$ cat config.mk
export PLATFORM = sky130hd
export DESIGN_NAME = dual_timer_counter_pair
export DESIGN_NICKNAME = d
export VERILOG_FILES = /design/src/hw/timer_pair_pkg.sv /design/src/hw/pin_edge_sampler.sv /design/src/hw/dual_timer_counter_pair.sv
export SDC_FILE = /design/constraint.sdc
export NUM_CORES = 1
export LEC_CHECK = 0
export BUFFER_PORTS_ARGS = -buffer_cell sky130_fd_sc_hd__buf_4
export CAP_MARGIN = 10
export CORE_ASPECT_RATIO = 1.4
export CORE_MARGIN = 3
export CORE_UTILIZATION = 50
export CTS_BUF_LIST = sky130_fd_sc_hd__clkbuf_16
export CTS_CLUSTER_SIZE = 30
export DETAILED_ROUTE_END_ITERATION = 7
export MAX_ROUTING_LAYER = met4
export PLACE_DENSITY = 0.72
export REMOVE_ABC_BUFFERS = 1
export SLEW_MARGIN = 10
export SYNTH_ARGS = -nofsm -noshare
export SYNTH_HDL_FRONTEND = slang
export SYNTH_SLANG_ARGS = --single-unit
$ cat constraint.sdc
create_clock -name clk_in -period 3.1 [get_ports clk_in]
set_input_delay 0.155 -clock clk_in [delete_from_list [all_inputs] [get_ports clk_in]]
set_output_delay 0.155 -clock clk_in [all_outputs]
set_load 0.02 [all_outputs]
$ cat src/hw/timer_pair_pkg.sv
package timer_pair_pkg;

    // ------------------------------------------------------------
    // Special function register addresses
    // ------------------------------------------------------------
    localparam logic [7:0] ADDR_CTRL      = 8'h88;
    localparam logic [7:0] ADDR_MODE      = 8'h89;
    localparam logic [7:0] ADDR_A_LOW     = 8'h8A;
    localparam logic [7:0] ADDR_B_LOW     = 8'h8B;
    localparam logic [7:0] ADDR_A_HIGH    = 8'h8C;
    localparam logic [7:0] ADDR_B_HIGH    = 8'h8D;

    // ------------------------------------------------------------
    // Reset values
    // ------------------------------------------------------------
    localparam logic [7:0] CTRL_RESET     = 8'h00;
    localparam logic [7:0] MODE_RESET     = 8'h00;
    localparam logic [7:0] COUNT_RESET    = 8'h00;
    localparam logic [7:0] READ_IDLE      = 8'h00;

    // ------------------------------------------------------------
    // Control register bits
    // ------------------------------------------------------------
    localparam int CTRL_B_OVF      = 7;
    localparam int CTRL_B_RUN      = 6;
    localparam int CTRL_A_OVF      = 5;
    localparam int CTRL_A_RUN      = 4;
    localparam int CTRL_IRQB_FLAG  = 3;
    localparam int CTRL_IRQB_TYPE  = 2;
    localparam int CTRL_IRQA_FLAG  = 1;
    localparam int CTRL_IRQA_TYPE  = 0;

    // ------------------------------------------------------------
    // Mode register bits
    // ------------------------------------------------------------
    localparam int MODE_B_GATE     = 7;
    localparam int MODE_B_CT       = 6;
    localparam int MODE_B_FIELD    = 4;
    localparam int MODE_A_GATE     = 3;
    localparam int MODE_A_CT       = 2;
    localparam int MODE_A_FIELD    = 0;
    localparam int FIELD_WIDTH     = 2;

    // ------------------------------------------------------------
    // Counting geometry and timing
    // ------------------------------------------------------------
    localparam int         PRESCALE_BITS   = 5;
    localparam logic [7:0] BYTE_ALL_ONES   = 8'hFF;
    localparam int         OSC_PER_MACHINE = 12;
    localparam logic [3:0] DIV_LAST        = 4'(OSC_PER_MACHINE - 1);
    localparam logic [3:0] DIV_ZERO        = 4'h0;
    localparam logic [3:0] DIV_STEP        = 4'h1;

    typedef enum logic [1:0] {
        MODE_13BIT   = 2'b00,
        MODE_16BIT   = 2'b01,
        MODE_RELOAD8 = 2'b10,
        MODE_SPLIT   = 2'b11
    } mode_t;

    // ------------------------------------------------------------
    // Carriers
    // ------------------------------------------------------------
    typedef struct packed {
        logic       wr;
        logic [7:0] addr;
        logic [7:0] wdata;
    } sfr_req_t;

    typedef struct packed {
        logic timer_a;
        logic timer_b;
        logic ext_irq_a;
        logic ext_irq_b;
    } vector_ack_t;

    typedef struct packed {
        logic [7:0] hi;
        logic [7:0] lo;
        logic       ovf;
    } count_res_t;

    typedef struct packed {
        logic sync1;
        logic sync2;
        logic sample;
        logic fall;
    } sampler_state_t;

    typedef struct packed {
        logic [3:0] div;
        logic       tick;
        logic [7:0] ctrl;
        logic [7:0] mode;
        logic [7:0] a_hi;
        logic [7:0] a_lo;
        logic [7:0] b_hi;
        logic [7:0] b_lo;
        logic [7:0] rdata;
        logic       b_roll;
    } timer_state_t;

endpackage

$ cat src/hw/pin_edge_sampler.sv
`timescale 1ns/1ps
module pin_edge_sampler
(
    input  wire logic clk_in,
    input  wire logic reset_in,
    input  wire logic tick_in,
    input  wire logic pin_in,
    output logic      level_out,
    output logic      fall_out
);

    timer_pair_pkg::sampler_state_t s_q;
    timer_pair_pkg::sampler_state_t s_d;

    // ------------------------------------------------------------
    // Synchroniser and machine-cycle sampling
    // ------------------------------------------------------------
    always_comb
    begin
        s_d       = s_q;
        s_d.sync1 = pin_in;
        s_d.sync2 = s_q.sync1;
        s_d.fall  = 1'b0;
        if (tick_in)
        begin
            s_d.sample = s_q.sync2;
            s_d.fall   = s_q.sample & ~s_q.sync2;
        end
    end

    always_ff @(posedge clk_in)
    begin
        if (reset_in)
        begin
            s_q <= '{sync1: 1'b1, sync2: 1'b1, sample: 1'b1, fall: 1'b0};
        end
        else
        begin
            s_q <= s_d;
        end
    end

    assign level_out = s_q.sync2;
    assign fall_out  = s_q.fall;

endmodule

$ cat src/hw/dual_timer_counter_pair.sv
`timescale 1ns/1ps
module dual_timer_counter_pair
(
    input  wire logic                        clk_in,
    input  wire logic                        reset_in,
    input  wire timer_pair_pkg::sfr_req_t    sfr_req_in,
    input  wire timer_pair_pkg::vector_ack_t vector_ack_in,
    input  wire logic                        count_pin_a_in,
    input  wire logic                        count_pin_b_in,
    input  wire logic                        ext_irq_pin_a_in,
    input  wire logic                        ext_irq_pin_b_in,
    output logic [7:0]                       sfr_rdata_out,
    output logic                             timer_a_overflow_flag_out,
    output logic                             timer_b_overflow_flag_out,
    output logic                             ext_irq_a_edge_flag_out,
    output logic                             ext_irq_b_edge_flag_out,
    output logic                             timer_b_rollover_pulse_out
);

    timer_pair_pkg::timer_state_t st_q;
    timer_pair_pkg::timer_state_t st_d;

    logic pin_a_fall;
    logic pin_b_fall;
    logic irq_a_level;
    logic irq_a_fall;
    logic irq_b_level;
    logic irq_b_fall;

    // ------------------------------------------------------------
    // Pin samplers
    // ------------------------------------------------------------
    pin_edge_sampler u_count_a
    (
        .clk_in    (clk_in),
        .reset_in  (reset_in),
        .tick_in   (st_q.tick),
        .pin_in    (count_pin_a_in),
        .level_out (),
        .fall_out  (pin_a_fall)
    );

    pin_edge_sampler u_count_b
    (
        .clk_in    (clk_in),
        .reset_in  (reset_in),
        .tick_in   (st_q.tick),
        .pin_in    (count_pin_b_in),
        .level_out (),
        .fall_out  (pin_b_fall)
    );

    pin_edge_sampler u_irq_a
    (
        .clk_in    (clk_in),
        .reset_in  (reset_in),
        .tick_in   (st_q.tick),
        .pin_in    (ext_irq_pin_a_in),
        .level_out (irq_a_level),
        .fall_out  (irq_a_fall)
    );

    pin_edge_sampler u_irq_b
    (
        .clk_in    (clk_in),
        .reset_in  (reset_in),
        .tick_in   (st_q.tick),
        .pin_in    (ext_irq_pin_b_in),
        .level_out (irq_b_level),
        .fall_out  (irq_b_fall)
    );

    // ------------------------------------------------------------
    // One counting step for a timer pair of bytes
    // ------------------------------------------------------------
    function automatic timer_pair_pkg::count_res_t step_count
    (
        input timer_pair_pkg::mode_t m,
        input logic [7:0]            hi,
        input logic [7:0]            lo,
        input logic                  inc
    );
        timer_pair_pkg::count_res_t r;
        logic [13:0]                s13;
        logic [16:0]                s16;
        logic [8:0]                 s8;
        r   = '{hi: hi, lo: lo, ovf: 1'b0};
        s13 = {1'b0, hi, lo[timer_pair_pkg::PRESCALE_BITS-1:0]} + 14'h0001;
        s16 = {1'b0, hi, lo} + 17'h0_0001;
        s8  = {1'b0, lo} + 9'h001;
        if (inc)
        begin
            case (m)
                timer_pair_pkg::MODE_13BIT:
                begin
                    r.hi  = s13[12:5];
                    r.lo  = {lo[7:timer_pair_pkg::PRESCALE_BITS],
                             s13[timer_pair_pkg::PRESCALE_BITS-1:0]};
                    r.ovf = s13[13];
                end
                timer_pair_pkg::MODE_16BIT:
                begin
                    r.hi  = s16[15:8];
                    r.lo  = s16[7:0];
                    r.ovf = s16[16];
                end
                timer_pair_pkg::MODE_RELOAD8:
                begin
                    if (lo == timer_pair_pkg::BYTE_ALL_ONES)
                    begin
                        r.lo  = hi;
                        r.ovf = 1'b1;
                    end
                    else
                    begin
                        r.lo = s8[7:0];
                    end
                end
                default:
                begin
                    // Plain 8-bit low counter, used by the split mode
                    r.lo  = s8[7:0];
                    r.ovf = s8[8];
                end
            endcase
        end
        return r;
    endfunction

    // ------------------------------------------------------------
    // Next state
    // ------------------------------------------------------------
    always_comb
    begin
        timer_pair_pkg::mode_t      mode_a;
        timer_pair_pkg::mode_t      mode_b;
        timer_pair_pkg::count_res_t res_a;
        timer_pair_pkg::count_res_t res_b;
        timer_pair_pkg::count_res_t res_ah;
        logic                       en_a;
        logic                       en_b;
        logic                       inc_a;
        logic                       inc_b;
        logic                       inc_ah;
        logic                       split;
        logic                       a_ovf_set;
        logic                       b_ovf_set;

        st_d   = st_q;
        res_a     = '0;
        res_b     = '0;
        res_ah    = '0;
        en_a      = 1'b0;
        en_b      = 1'b0;
        inc_a     = 1'b0;
        inc_b     = 1'b0;
        inc_ah    = 1'b0;
        a_ovf_set = 1'b0;
        b_ovf_set = 1'b0;
        mode_a = timer_pair_pkg::mode_t'(
            st_q.mode[timer_pair_pkg::MODE_A_FIELD +: timer_pair_pkg::FIELD_WIDTH]);
        mode_b = timer_pair_pkg::mode_t'(
            st_q.mode[timer_pair_pkg::MODE_B_FIELD +: timer_pair_pkg::FIELD_WIDTH]);
        split  = (mode_a == timer_pair_pkg::MODE_SPLIT);

        // Machine cycle divider
        st_d.tick = 1'b0;
        if (st_q.div == timer_pair_pkg::DIV_LAST)
        begin
            st_d.div  = timer_pair_pkg::DIV_ZERO;
            st_d.tick = 1'b1;
        end
        else
        begin
            st_d.div = st_q.div + timer_pair_pkg::DIV_STEP;
        end

        // Count enables and sources
        en_a = st_q.ctrl[timer_pair_pkg::CTRL_A_RUN]
             & (~st_q.mode[timer_pair_pkg::MODE_A_GATE] | irq_a_level);
        inc_a = en_a & (st_q.mode[timer_pair_pkg::MODE_A_CT] ? pin_a_fall
                                                             : st_q.tick);

        en_b = (~st_q.mode[timer_pair_pkg::MODE_B_GATE] | irq_b_level)
             & (mode_b != timer_pair_pkg::MODE_SPLIT);
        if (!split)
        begin
            en_b = en_b & st_q.ctrl[timer_pair_pkg::CTRL_B_RUN];
        end
        // With A split, B's run bit belongs to A's high byte
        inc_b = en_b & (st_q.mode[timer_pair_pkg::MODE_B_CT] ? pin_b_fall
                                                             : st_q.tick);

        inc_ah = split & st_q.ctrl[timer_pair_pkg::CTRL_B_RUN] & st_q.tick;

        // Counting, edge counts land in the cycle after detection
        res_a  = step_count(mode_a, st_q.a_hi, st_q.a_lo, inc_a);
        res_b  = step_count(mode_b, st_q.b_hi, st_q.b_lo, inc_b);
        res_ah = step_count(timer_pair_pkg::MODE_SPLIT, 8'h00, st_q.a_hi, inc_ah);

        st_d.a_lo = res_a.lo;
        st_d.a_hi = split ? res_ah.lo : res_a.hi;
        st_d.b_lo = res_b.lo;
        st_d.b_hi = res_b.hi;
        st_d.b_roll = res_b.ovf;

        a_ovf_set = res_a.ovf;
        b_ovf_set = split ? res_ah.ovf : res_b.ovf;

        // Interrupt vector acknowledgements
        if (vector_ack_in.timer_a)
        begin
            st_d.ctrl[timer_pair_pkg::CTRL_A_OVF] = 1'b0;
        end
        if (vector_ack_in.timer_b)
        begin
            st_d.ctrl[timer_pair_pkg::CTRL_B_OVF] = 1'b0;
        end
        if (vector_ack_in.ext_irq_a)
        begin
            st_d.ctrl[timer_pair_pkg::CTRL_IRQA_FLAG] = 1'b0;
        end
        if (vector_ack_in.ext_irq_b)
        begin
            st_d.ctrl[timer_pair_pkg::CTRL_IRQB_FLAG] = 1'b0;
        end

        // Software writes; counts are never cleared by the run bit
        if (sfr_req_in.wr)
        begin
            case (sfr_req_in.addr)
                timer_pair_pkg::ADDR_CTRL:   st_d.ctrl = sfr_req_in.wdata;
                timer_pair_pkg::ADDR_MODE:   st_d.mode = sfr_req_in.wdata;
                timer_pair_pkg::ADDR_A_LOW:  st_d.a_lo = sfr_req_in.wdata;
                timer_pair_pkg::ADDR_A_HIGH: st_d.a_hi = sfr_req_in.wdata;
                timer_pair_pkg::ADDR_B_LOW:  st_d.b_lo = sfr_req_in.wdata;
                timer_pair_pkg::ADDR_B_HIGH: st_d.b_hi = sfr_req_in.wdata;
                default:                     st_d.ctrl = st_d.ctrl;
            endcase
        end

        // Hardware sets win over any clear
        if (a_ovf_set)
        begin
            st_d.ctrl[timer_pair_pkg::CTRL_A_OVF] = 1'b1;
        end
        if (b_ovf_set)
        begin
            st_d.ctrl[timer_pair_pkg::CTRL_B_OVF] = 1'b1;
        end

        if (st_q.ctrl[timer_pair_pkg::CTRL_IRQA_TYPE])
        begin
            if (irq_a_fall)
            begin
                st_d.ctrl[timer_pair_pkg::CTRL_IRQA_FLAG] = 1'b1;
            end
        end
        else
        begin
            st_d.ctrl[timer_pair_pkg::CTRL_IRQA_FLAG] = ~irq_a_level;
        end

        if (st_q.ctrl[timer_pair_pkg::CTRL_IRQB_TYPE])
        begin
            if (irq_b_fall)
            begin
                st_d.ctrl[timer_pair_pkg::CTRL_IRQB_FLAG] = 1'b1;
            end
        end
        else
        begin
            st_d.ctrl[timer_pair_pkg::CTRL_IRQB_FLAG] = ~irq_b_level;
        end

        // Registered read data, zero on unmapped addresses
        case (sfr_req_in.addr)
            timer_pair_pkg::ADDR_CTRL:   st_d.rdata = st_q.ctrl;
            timer_pair_pkg::ADDR_MODE:   st_d.rdata = st_q.mode;
            timer_pair_pkg::ADDR_A_LOW:  st_d.rdata = st_q.a_lo;
            timer_pair_pkg::ADDR_A_HIGH: st_d.rdata = st_q.a_hi;
            timer_pair_pkg::ADDR_B_LOW:  st_d.rdata = st_q.b_lo;
            timer_pair_pkg::ADDR_B_HIGH: st_d.rdata = st_q.b_hi;
            default:                     st_d.rdata = timer_pair_pkg::READ_IDLE;
        endcase
    end

    // ------------------------------------------------------------
    // State register
    // ------------------------------------------------------------
    always_ff @(posedge clk_in)
    begin
        if (reset_in)
        begin
            st_q.div    <= timer_pair_pkg::DIV_ZERO;
            st_q.tick   <= 1'b0;
            st_q.ctrl   <= timer_pair_pkg::CTRL_RESET;
            st_q.mode   <= timer_pair_pkg::MODE_RESET;
            st_q.a_hi   <= timer_pair_pkg::COUNT_RESET;
            st_q.a_lo   <= timer_pair_pkg::COUNT_RESET;
            st_q.b_hi   <= timer_pair_pkg::COUNT_RESET;
            st_q.b_lo   <= timer_pair_pkg::COUNT_RESET;
            st_q.rdata  <= timer_pair_pkg::READ_IDLE;
            st_q.b_roll <= 1'b0;
        end
        else
        begin
            st_q <= st_d;
        end
    end

    // ------------------------------------------------------------
    // Outputs
    // ------------------------------------------------------------
    assign sfr_rdata_out              = st_q.rdata;
    assign timer_a_overflow_flag_out  = st_q.ctrl[timer_pair_pkg::CTRL_A_OVF];
    assign timer_b_overflow_flag_out  = st_q.ctrl[timer_pair_pkg::CTRL_B_OVF];
    assign ext_irq_a_edge_flag_out    = st_q.ctrl[timer_pair_pkg::CTRL_IRQA_FLAG];
    assign ext_irq_b_edge_flag_out    = st_q.ctrl[timer_pair_pkg::CTRL_IRQB_FLAG];
    assign timer_b_rollover_pulse_out = st_q.b_roll;

endmodule

# After elaboration in Yosys (flattened, before gate mapping)
# Index checks and enable logic that the tools add are counted.
# W data, S select, Z words.
[totals]
out_inout_bits = 13
reg_bits = 78
[classes]
addsub = 8
muxes = 35
bitwise_logic = 20
reduce_logical = 6
n_eq_ne = 15
[ops]
columns = ["operator", "n"]
rows = [
  ["$mux W8", 9],
  ["$eq A8 B8 Y1 const B", 8],
  ["$pmux W9 S3", 2],
  ["$mux W48", 1],
  ["$pmux W8 S6", 1],
  ["$add A16 B1 Y17 const B", 2],
  ["$mux W17", 2],
  ["$pmux W8 S2", 2],
  ["$add A13 B1 Y14 const B", 2],
  ["$add A8 B1 Y9 const B", 3],
  ["$mux W1", 17],
  ["$and A1 B1 Y1", 11],
  ["$mux W9", 1],
  ["$not A1 Y1", 7],
  ["$eq A2 B2 Y1 const B", 3],
  ["$add A4 B1 Y4 const B", 1],
  ["$eq A2 B1 Y1 const B", 2],
  ["$eq A4 B4 Y1 const B", 1],
  ["$logic_not A2 Y1", 2],
  ["$reduce_and A2 Y1", 2],
  ["$reduce_or A2 Y1", 2],
  ["$ne A2 B2 Y1 const B", 1],
  ["$or A1 B1 Y1", 2],
]

# Longest topological paths before layout
# Gate-level depths: netlist of run 1.
[logic_depth]
depth_word = 11
ltp_mapped = 7
mapped_depth_nobuf = 6

# Modules after synthesis
# From an unflattened synthesis of run 1, not the netlist that was laid out.
[unflattened]
cells_unflattened = 596
area_unflattened_um2 = 4764.6
[modules_own_cells]
columns = ["mod", "n_inst", "area_each_um2", "seq_area_each_um2", "cells_per_inst"]
rows = [
  ["dual_timer_counter_pair", 1, 4284.1, 1241.2, 560],
  ["pin_edge_sampler", 4, 120.1, 80.1, 9],
]

# Worst setup path before layout of run 1
# OpenSTA, ideal clock, no wires.
[synth_path]
kind = "reg-to-reg"
start = "register st_q[25] (netlist name)"
end = "register st_q[28] (netlist name)"
path_stages_with_launch = 8
period_less_slack_ns = 2.133
n_path_buf = 1
required_time_ns = 3.041
t_arrival_ns = 2.074
path_slack_ns = 0.967
path_cell_list = "dfxtp_1 ha_1 nand4_1 or4_1 clkbuf_1 mux2i_1 a2111oi_0 a31o_2"
[synth_via]
elab_chain_len = 6
word_cells_on_any_way = 9
classes_between = "3 x add/sub; 1 x eq/ne; 5 x mux"
[synth_lines]
columns = ["item", "line_no", "text"]
rows = [
  ["start: declaration", "dual_timer_counter_pair.sv:20", "timer_pair_pkg::timer_state_t st_q;"],
  ["start signal: assignment", "dual_timer_counter_pair.sv:308", "st_q <= st_d;"],
  ["$add A8 B1 Y9 / $eq A8 B8 Y1 (equally long branches)", "dual_timer_counter_pair.sv:90, dual_timer_counter_pair.sv:109", ""],
  ["$mux W8", "dual_timer_counter_pair.sv:109", "if (lo == timer_pair_pkg::BYTE_ALL_ONES)"],
  ["$pmux W9 S3 (*)", "dual_timer_counter_pair.sv:93", "case (m)"],
  ["$mux W17 (*)", "dual_timer_counter_pair.sv:91", "if (inc)"],
  ["$mux W8", "dual_timer_counter_pair.sv:231", "case (sfr_req_in.addr)"],
  ["$mux W48 (*)", "dual_timer_counter_pair.sv:229", "if (sfr_req_in.wr)"],
]
# Mark *: on every way between the ends. The rest lies on a longest branch, timed or not.
# A chain may end at the register's enable or synchronous reset.

# Worst setup path after layout of run 1
[layout_path]
start = "register st_q[42] (netlist name)"
end = "register st_q[28] (netlist name)"
[layout_via]
elab_chain_len = 5
word_cells_on_any_way = 7
classes_between = "2 x eq/ne; 4 x mux; 1 x reduce/logical"
[layout_lines]
columns = ["item", "line_no"]
rows = [
  ["$eq A2 B2 Y1, or another cell as far along", "dual_timer_counter_pair.sv:93"],
  ["$pmux W9 S3 (*)", "dual_timer_counter_pair.sv:93"],
  ["$mux W17 (*)", "dual_timer_counter_pair.sv:91"],
  ["$mux W8", "dual_timer_counter_pair.sv:231"],
  ["$mux W48 (*)", "dual_timer_counter_pair.sv:229"],
]
# Marked as above.

==> impl_metrics.json, run 1 <==
{
  "run_status": "finished, final reports clean",
  "power.net_switching_mw": 0.544,
  "global_router_s_overall_resource_usage_pct": 28.9,
  "place_area_um2": 4900,
  "max_clock_freq_mhz": 399,
  "ys_seq_elements": 78,
  "maximum_number_of_pins_on_one_net_before_global_route_repair": 45,
  "clock_latency_ps": 350,
  "worst-endpoint-required_ps": 3390,
  "setup_tns_ps": 0,
  "globalRoute.totalOverflow": 0,
  "largest_fanout_on_the_critical_path": 14,
  "yosysWarnings": 0,
  "cts.sink_count": 78,
  "drive_above_1_share_pct": 15.2,
  "number_of_enable_type_register_cells_in_the_synthesized_netlist": 0,
  "total_power_mw": 2.32,
  "post_synth_num_cell_types": 63,
  "clock_tree.root_cell": "sky130_fd_sc_hd__clkbuf_16",
  "detail_route.wirelength_um": 14400,
  "antenna_found_initial": 0,
  "layout.cells.most_common": "sky130_fd_sc_hd__dfxtp_1",
  "antenna_violating_nets_post_route": 0,
  "criticalPathCategory": "reg2reg",
  "floorplan.rows": 40,
  "power.share.sequential_pct": 44.3,
  "ctsLongestPathBuffers": 2,
  "worst-endpoint-arrival_ps": 2800,
  "clk_transition_reported_paths_ps": 60,
  "critical_path.startpoint": "st_q[42]$_SDFFE_PP0P_",
  "place.gp.congestion": 0.940,
  "detail_route.wl_per_cell_um": 20.6,
  "largest_register_ff_count": 49,
  "dieWidth_um": 87.0,
  "async_flop_share_pct": 0,
  "power_frac_clock_pct": 50.8,
  "mostFrequentLayoutCells": "78 x sky130_fd_sc_hd__dfxtp_1, 55 x sky130_fd_sc_hd__nand2_1, 51 x sky130_fd_sc_hd__buf_4, 46 x sky130_fd_sc_hd__nor2_1, 31 x sky130_fd_sc_hd__nand3_1",
  "worstReg2RegStart": "st_q[42]$_SDFFE_PP0P_",
  "cts_made_buffers": 9,
  "timing_max_transition_violations_final": 0,
  "htreeDepth": 3,
  "top_level_ports": 40,
  "grt_first_pass_wirelength_um": 22700,
  "via_count_of_the_first_global_routing_pass": 4377,
  "power.static_leakage_nw": 1.83,
  "hold_viol_final": 0,
  "internal-power_mw": 1.78,
  "timing.slew.headroom_pct": 50.0,
  "end_kind": "register",
  "cts_post_setup_buffers_inserted": 0,
  "reg2reg_depth": 5,
  "synth-main-ff-cell": "sky130_fd_sc_hd__dfxtp_1",
  "hold_class": "in2reg",
  "detail_route.first_pass.iterations": 5,
  "initial_core_util_pct": 52.5,
  "final.setup_skew_ps": 7.35,
  "layout.cell_area.non_filler_um2": 5260,
  "layout-area-overhead-vs-synth_pct": 14.6,
  "insertedDiodeCount": 0,
  "syn-cell-area_um2": 4590,
  "ir_worst_vdd_v": 0.000347,
  "cts_tree": "done",
  "num-nets-final": 620,
  "power_density_nw_per_um2": 442,
  "core_outline_area_um2": 8760,
  "worst_slew_pin_slew_ps": 748,
  "drt_drc_violations_left": 0,
  "drt_initial_violations": 433,
  "timing.final.crit_share_pct": 80.9,
  "total_die_area_um2": 10400,
  "placed_instances": 678,
  "most_flops_register": "st_q",
  "post_synth_main_area_contributors": "sky130_fd_sc_hd__dfxtp_1 34%, sky130_fd_sc_hd__nand2_1 4.5%, sky130_fd_sc_hd__mux2i_1 3.9%",
  "netSwitchingFraction_pct": 23.4,
  "post_synth_inst_count": 568,
  "nature_of_the_critical_path_startpoint": "register",
  "detailedPlacementHpwl_um": 10400,
  "worst_hold_startpoint": "sfr_req_in[1]",
  "syn_area_per_cell_um2": 8.09,
  "routed-via-count": 4668,
  "cell_type_with_the_largest_total_area_after_synthesis": "sky130_fd_sc_hd__dfxtp_1",
  "port_buf_inserts": 39,
  "min_period_ps": 2510,
  "timing.max_cap.violations": 0,
  "final-setup-viol-count": 0,
  "layout.cells.non_filler": 698,
  "ys_seq_area_share_pct": 34.0,
  "grt_setup_unrepaired": "false",
  "die_height_um": 119,
  "power.share.combinational_pct": 4.9,
  "synthDominantCellAreaShare_pct": 34.0,
  "hold_depth": 3,
  "vias_per_cell": 6.69
}
-- logic make-up (layout without fill, tap and decap cells) --
logic type                 after synthesis  in the layout  share of synthesized area [%]
adders and majority gates                5              5                           1.36
AOI/OAI and AO/OA                      153            153                           24.3
DFF                                     78             78                           34.0
xor gates and xnor gates                11             11                           2.10
and+or+nand+nor                        240            240                           27.7
buffers and inverters                   59             84                           5.69
muxes                                   22             22                           4.90
-- power groups by stage --
stage	combinational [mW]	sequential, mW	clock, mW
3_5_place_dp	0.108	1.05	0
5_1_grt	0.122	1.03	1.24
6_report	0.113	1.03	1.18
4_1_cts	0.112	1.03	1.19
3_3_place_gp	0.106	1.05	0
2_1_floorplan	0.0362	1.05	0
-- Yosys cell counts, types with 3 or more instances --
master	count
sky130_fd_sc_hd__a211o_1	3
sky130_fd_sc_hd__clkbuf_1	29
sky130_fd_sc_hd__xnor2_1	9
sky130_fd_sc_hd__a21oi_1	17
sky130_fd_sc_hd__buf_4	8
sky130_fd_sc_hd__or3_1	3
sky130_fd_sc_hd__dfxtp_1	78
sky130_fd_sc_hd__nor4_2	3
sky130_fd_sc_hd__inv_1	13
sky130_fd_sc_hd__and4_1	7
sky130_fd_sc_hd__a211oi_1	16
sky130_fd_sc_hd__o21ai_0	22
sky130_fd_sc_hd__buf_2	8
sky130_fd_sc_hd__nand3_1	31
sky130_fd_sc_hd__a22o_1	11
sky130_fd_sc_hd__mux2i_1	18
sky130_fd_sc_hd__nor4_1	9
sky130_fd_sc_hd__a31oi_1	15
sky130_fd_sc_hd__nor3b_1	11
sky130_fd_sc_hd__a311oi_1	4
sky130_fd_sc_hd__o211ai_1	5
sky130_fd_sc_hd__nand4_1	11
sky130_fd_sc_hd__a21o_1	4
sky130_fd_sc_hd__a22oi_1	17
sky130_fd_sc_hd__and2_1	3
sky130_fd_sc_hd__a2111oi_0	7
sky130_fd_sc_hd__and3_1	11
sky130_fd_sc_hd__nand2_1	55
sky130_fd_sc_hd__mux2_2	4
sky130_fd_sc_hd__or2_2	10
sky130_fd_sc_hd__nor2b_1	4
sky130_fd_sc_hd__nor3_1	21
sky130_fd_sc_hd__a21boi_0	3
sky130_fd_sc_hd__ha_1	5
sky130_fd_sc_hd__a311o_1	3
sky130_fd_sc_hd__o31ai_1	4
sky130_fd_sc_hd__nand2b_1	5
sky130_fd_sc_hd__a221oi_1	3
sky130_fd_sc_hd__nand3b_1	3
sky130_fd_sc_hd__nor2_1	46
-- layout make-up --
class | instances | area, um^2
Tap cell | 105 | 131
Clock buffer | 9 | 225
Fill cell | 781 | 3490
Multi-Input combinational cell | 431 | 2770
Clock inverter | 7 | 103
Sequential cell | 78 | 1560
Timing Repair Buffer | 55 | 423
Inverter | 13 | 48.8
-- critical path, stage by stage (launching register included) --
cell and delay, ps:
sky130_fd_sc_hd__dfxtp_1 650, sky130_fd_sc_hd__inv_1 250, sky130_fd_sc_hd__or4_1 740, sky130_fd_sc_hd__mux2i_1 170
sky130_fd_sc_hd__a2111oi_0 480, sky130_fd_sc_hd__a31o_2 170
-- path summary, 6_finish.rpt --
path	end	slack [ps]
min reg2reg	u_count_a.level_out$_SDFF_PP1_	410
min	st_q[42]$_SDFFE_PP0P_	110
max reg2reg	st_q[28]$_SDFF_PP0_	590
max	st_q[28]$_SDFF_PP0_	590
-- routing by layer --
layer / vias to the layer above / global-route usage (%) / part of all wire (%)
li1: 2180 / - / -
met3: 42 / 4.91 / 6.0
met5: - / - / 0
met4: 0 / 13.8 / 4.1
met2: 228 / 47.7 / 51
met1: 2218 / 33.6 / 39
-- through the flow --
| stage | hold WS (ps) | setup slack (ps) | utilization, % |
|---|---|---|---|
| 2_1_floorplan | 224 | 809 | - |
| 3_3_place_gp | 339 | 788 | 55.9 |
| 3_5_place_dp | 343 | 713 | 55.9 |
| 4_1_cts | 106 | 682 | 60.1 |
| 5_1_grt | 130 | 378 | 60.1 |
| 6_report | 112 | 593 | 60.1 |
-- what timing repair did --
action,4_1_cts,5_1_grt
hold buffers,4,0
hold endpoints to repair,4,0
resized for setup,0,0
Power figures use the tool's default switching activity.
==> inputs of run 2 (changes only) <==
- clock period: 3.1 -> 2.61 ns (I/O delays scaled with it)
==> run 2 against run 1 <==
  * Highest routed layer unchanged
  * Critical endpoint unchanged
  * Setup slack lost 370 ps
  * Total power up 8.6%
  * Cell area rose by 0.14%
==> impl_metrics.json, run 2 (synthesis results as in run 1) <==
{
  "run_status": "finished, final reports clean",
  "num-nets-final": 628,
  "htreeDepth": 3,
  "cts.sink_count": 78,
  "cts_made_buffers": 9,
  "grt_setup_unrepaired": "false",
  "detailedPlacementHpwl_um": 10600,
  "timing.final.crit_share_pct": 91.4,
  "floorplan.rows": 40,
  "antenna_found_initial": 0,
  "worst-r2r-setup-slack_ps": 220,
  "total_die_area_um2": 10400,
  "fillers": 831,
  "detail_route.wirelength_um": 14800,
  "clock_tree.root_cell": "sky130_fd_sc_hd__clkbuf_16",
  "detail_route.wl_per_cell_um": 20.9,
  "register_area_um2": 1560,
  "hold_class": "in2reg",
  "ir_worst_vdd_v": 0.000458,
  "port_buf_inserts": 39,
  "worstHoldEndpoint": "st_q[11]$_SDFF_PP0_",
  "total_area_of_multi_input_combinational_cells_um2": 2770,
  "insertedDiodeCount": 0,
  "antenna_violating_nets_post_route": 0,
  "clk_transition_reported_paths_ps": 60,
  "min_period_ps": 2390,
  "core_outline_area_um2": 8760,
  "vias_per_cell": 6.56,
  "globalRoute.totalOverflow": 0,
  "worst_hold_startpoint": "sfr_req_in[2]",
  "nature_of_the_critical_path_startpoint": "register",
  "grt_first_pass_wirelength_um": 23600,
  "timing.slew.headroom_pct": 52.4,
  "criticalPathCategory": "reg2reg",
  "most_flops_register": "st_q",
  "dieWidth_um": 87.0,
  "die_height_um": 119,
  "drt_drc_violations_left": 0,
  "final-setup-viol-count": 0,
  "routed-via-count": 4631,
  "drive_above_1_share_pct": 16.3,
  "place_area_um2": 4960,
  "largest_register_ff_count": 49,
  "power.static_leakage_nw": 1.83,
  "reg2reg_depth": 6,
  "initial_core_util_pct": 52.5,
  "top_level_ports": 40,
  "cts_tree": "done",
  "clock_latency_ps": 340,
  "worst_slew_pin_slew_ps": 712,
  "worst-endpoint-arrival_ps": 2680,
  "final.setup_skew_ps": 4.95,
  "detail_route.first_pass.iterations": 5,
  "mostFrequentLayoutCells": "77 x sky130_fd_sc_hd__dfxtp_1, 59 x sky130_fd_sc_hd__buf_4, 55 x sky130_fd_sc_hd__nand2_1, 46 x sky130_fd_sc_hd__nor2_1, 31 x sky130_fd_sc_hd__nand3_1",
  "maximum_number_of_pins_on_one_net_before_global_route_repair": 47,
  "layout-area-overhead-vs-synth_pct": 14.7,
  "hold_depth": 3,
  "end_kind": "register",
  "worst-endpoint-required_ps": 2900,
  "timing.max_cap.violations": 0,
  "worstReg2RegStart": "st_q[25]$_SDFF_PP0_",
  "setup_tns_ps": 0,
  "place.gp.congestion": 0.992,
  "timing_max_transition_violations_final": 0,
  "largest_fanout_on_the_critical_path": 7,
  "drt_initial_violations": 393,
  "via_count_of_the_first_global_routing_pass": 4565,
  "ctsLongestPathBuffers": 2,
  "max_clock_freq_mhz": 419,
  "regToRegEndpoint": "st_q[28]$_SDFF_PP0_",
  "global_router_s_overall_resource_usage_pct": 30.1,
  "layout.cell_area.non_filler_um2": 5270,
  "power_density_nw_per_um2": 479,
  "hold_viol_final": 0,
  "layout.cells.most_common": "sky130_fd_sc_hd__dfxtp_1"
}
-- run 2: repair_timing --
| action | in CTS | in global routing |
|---|---|---|
| resized for setup | 0 | 1 |
| hold endpoints to repair | 4 | 0 |
| endpoints found under the setup margin | 0 | 1 |
| hold buffers | 4 | 0 |
| setup buffers | 0 | 0 |
-- run 2: through the flow --
step	worst slack, ps	utilization, %	instances	hold WS (ps)	power, mW
2_1_floorplan	344	-	522	199	1.29
3_3_place_gp	338	56.6	686	315	1.38
3_5_place_dp	249	56.6	686	318	1.38
4_1_cts	229	60.2	706	88.5	2.53
5_1_grt	7.08	60.2	706	97.2	2.60
6_report	225	60.2	706	98.3	2.53
-- run 2: layer usage --
metal  global-route usage, %  vias to the layer above  routed length, um
met1                    35.0                     2225               5720
met3                    4.43                       43                849
met2                    50.3                      158               7700
met5                       -                        -                  0
li1                        -                     2205                  -
met4                    13.8                        0                492
-- run 2: cell type report --
class	instances	share of cell area, %
clock buffer	9	4.27
clock inverter	7	0.926
inverter	13	0.926
multi-input combinational	431	52.6
sequential	78	29.6
tap	105	2.49
timing repair buffer	63	9.16
-- run 2: critical path, stage by stage (launching register included) --
cell and delay [ps]:
sky130_fd_sc_hd__dfxtp_1 430, sky130_fd_sc_hd__ha_1 190, sky130_fd_sc_hd__nand4_1 220, sky130_fd_sc_hd__or4_1 710
sky130_fd_sc_hd__mux2i_1 180, sky130_fd_sc_hd__a2111oi_0 430, sky130_fd_sc_hd__a31o_2 160
-- run 2: how the worst max path moves through the flow --
stage	startpoint	to	slack (ps)	cells after the start
5_1_grt	st_q[25]$_SDFF_PP0_	st_q[28]$_SDFF_PP0_	7	6
4_1_cts	st_q[25]$_SDFF_PP0_	st_q[28]$_SDFF_PP0_	230	6
6_report	st_q[25]$_SDFF_PP0_	st_q[28]$_SDFF_PP0_	220	6
3_3_place_gp	st_q[25]$_SDFF_PP0_	st_q[28]$_SDFF_PP0_	340	6
3_5_place_dp	st_q[25]$_SDFF_PP0_	st_q[28]$_SDFF_PP0_	250	6
2_1_floorplan	sfr_req_in[13]	ext_irq_a_edge_flag_out$_SDFF_PP0_	340	5
-- run 2: where the power goes --
| group | switching [mW] | internal [mW] |
|---|---|---|
| registers | 0.0191 | 1.21 |
| logic | 0.0789 | 0.0576 |
| clock network | 0.521 | 0.643 |
==> inputs of run 3 (changes only) <==
- CORE_UTILIZATION: 50 -> 45
- MAX_ROUTING_LAYER: met4 -> not set
- PLACE_DENSITY: 0.72 -> 0.66
==> run 3 against run 2 <==
  * Worst hold slack lost 51 ps
  * Cell count grew 4.4%
  * Wire length grew 0.38%
  * Maximum frequency grew 7.0%
  * Non-clock buffer count grew 1
  * Clock power grew 5%
  * First-iteration DRC count shrank 4.1%
  * Cell area grew 1.1%
  * Critical endpoint unchanged
==> impl_metrics.json, run 3 (synthesis results as in run 1) <==
{
  "run_status": "finished, final reports clean",
  "criticalPathCategory": "reg2reg",
  "ctsLongestPathBuffers": 2,
  "power.static_leakage_nw": 1.85,
  "timing_max_transition_violations_final": 0,
  "floorplan.rows": 43,
  "timing.max_cap.violations": 0,
  "timing.slew.headroom_pct": 50.5,
  "insertedDiodeCount": 0,
  "hold_class": "in2reg",
  "reg2reg_depth": 6,
  "worst_hold_startpoint": "reset_in",
  "globalRoute.totalOverflow": 0,
  "largest_register_ff_count": 49,
  "routed-via-count": 4686,
  "min_period_ps": 2230,
  "drt_drc_violations_left": 0,
  "antenna_violating_nets_post_route": 0,
  "worst_slew_pin_slew_ps": 741,
  "initial_core_util_pct": 46.2,
  "antenna_found_initial": 0,
  "hold-worst-slack_ps": 46.8,
  "dieWidth_um": 91.4,
  "hold_viol_final": 0,
  "worstHoldEndpoint": "st_q[49]$_SDFFE_PP0P_",
  "total_die_area_um2": 11500,
  "end_kind": "register",
  "detailedPlacementHpwl_um": 10600,
  "fillers": 986,
  "worstReg2RegStart": "st_q[25]$_SDFF_PP0_",
  "drive_above_1_share_pct": 16.4,
  "die_height_um": 126,
  "cts_post_setup_buffers_inserted": 0,
  "grt_setup_unrepaired": "false",
  "cts.sink_count": 78,
  "vias_per_cell": 6.36,
  "num-nets-final": 629,
  "detail_route.wl_per_cell_um": 20.1,
  "top_level_ports": 40,
  "clk_transition_reported_paths_ps": 60,
  "most_flops_register": "st_q",
  "number_of_gates_given_a_new_drive_strength_after_cts": 0,
  "ir_worst_vdd_v": 0.000341,
  "detail_route.first_pass.iterations": 7,
  "clock_tree.root_cell": "sky130_fd_sc_hd__clkbuf_16",
  "grt_first_pass_wirelength_um": 23500,
  "critical_path.startpoint": "st_q[25]$_SDFF_PP0_",
  "timing.final.crit_share_pct": 85.4,
  "via_count_of_the_first_global_routing_pass": 4524,
  "worst-endpoint-required_ps": 2900,
  "final.setup_skew_ps": 3.56,
  "detail_route.wirelength_um": 14800,
  "worst-endpoint-arrival_ps": 2520,
  "mostFrequentLayoutCells": "78 x sky130_fd_sc_hd__dfxtp_1, 60 x sky130_fd_sc_hd__buf_4, 55 x sky130_fd_sc_hd__nand2_1, 46 x sky130_fd_sc_hd__nor2_1, 31 x sky130_fd_sc_hd__nand3_1",
  "cts-hold-fix-buffers": 4,
  "power_density_nw_per_um2": 485,
  "hold_depth": 2,
  "cts_made_buffers": 9,
  "nature_of_the_critical_path_startpoint": "register",
  "worst-r2r-setup-slack_ps": 380,
  "final-setup-viol-count": 0,
  "htreeDepth": 3,
  "global_router_s_overall_resource_usage_pct": 25.9,
  "cts_tree": "done",
  "clock_latency_ps": 350,
  "layout-area-overhead-vs-synth_pct": 16.0,
  "regToRegEndpoint": "st_q[28]$_SDFF_PP0_",
  "place.gp.congestion": 0.981,
  "core_outline_area_um2": 9950,
  "largest_fanout_on_the_critical_path": 7,
  "setup_tns_ps": 0,
  "port_buf_inserts": 39,
  "max_clock_freq_mhz": 448,
  "maximum_number_of_pins_on_one_net_before_global_route_repair": 54,
  "layout.cells.most_common": "sky130_fd_sc_hd__dfxtp_1",
  "drt_initial_violations": 377
}
## run 3: cell count changes in the layout (fill, tap and decap cells not counted)
| cell | delta |
|---|---|
| sky130_fd_sc_hd__buf_4 | +1 |
| sky130_fd_sc_hd__clkinv_1 | -1 |
| sky130_fd_sc_hd__clkinv_2 | -1 |
| sky130_fd_sc_hd__clkinvlp_4 | -2 |
| sky130_fd_sc_hd__dfxtp_1 | +1 |
| sky130_fd_sc_hd__dfxtp_2 | -1 |
| sky130_fd_sc_hd__inv_6 | +3 |
| sky130_fd_sc_hd__inv_8 | +1 |
## run 3: layout make-up
class                   count  area [um^2]  share of cell area (%)
clock inverters             7         62.6                    1.17
inverters                  13         48.8                   0.916
clock buffers               9          225                    4.23
well taps                 135          169                    3.17
repair buffers             64          490                    9.20
multi-input cells         431         2770                    52.0
flip-flops and latches     78         1560                    29.3
## run 3: metrics by stage
step                      power, mW  cells  area [um^2]  util [%]  setup slack, ps
after global placement         1.38    717         5000      50.2              450
after floorplan                1.29    522         4380         -              344
after global routing           2.67    737         5330      53.5              164
final                          2.58    737         5330      53.5              380
after CTS                      2.60    737         5330      53.5              408
after detailed placement       1.38    717         5000      50.2              432
## run 3: worst max-delay path, cell delays in order, from the launching register on
cell	delay, ps
sky130_fd_sc_hd__dfxtp_1	430
sky130_fd_sc_hd__ha_1	200
sky130_fd_sc_hd__nand4_1	110
sky130_fd_sc_hd__or4_1	670
sky130_fd_sc_hd__mux2i_1	180
sky130_fd_sc_hd__a2111oi_0	420
sky130_fd_sc_hd__a31o_2	160
## run 3: worst max path at each step
stage	cells after the start	slack (ps)	endpoint
floorplan	5	340	ext_irq_a_edge_flag_out$_SDFF_PP0_
finish	6	380	st_q[28]$_SDFF_PP0_
CTS	6	410	st_q[28]$_SDFF_PP0_
detailed placement	6	430	st_q[28]$_SDFF_PP0_
global route	6	160	st_q[21]$_SDFF_PP0_
global placement	5	450	st_q[38]$_SDFF_PP0_
## run 3: power breakdown
group,leakage [nW],switching (mW),internal (mW)
registers,0.631,0.0164,1.20
logic,1.08,0.0823,0.0595
clock network,0.139,0.555,0.666
## run 3: metal layers
| metal | vias up | global-route usage [%] | routed length [um] |
|---|---|---|---|
| met5 | - | 0 | 0 |
| li1 | 2198 | - | - |
| met4 | 0 | 13.8 | 622 |
| met2 | 223 | 44.4 | 7490 |
| met3 | 54 | 4.27 | 928 |
| met1 | 2211 | 30.7 | 5770 |
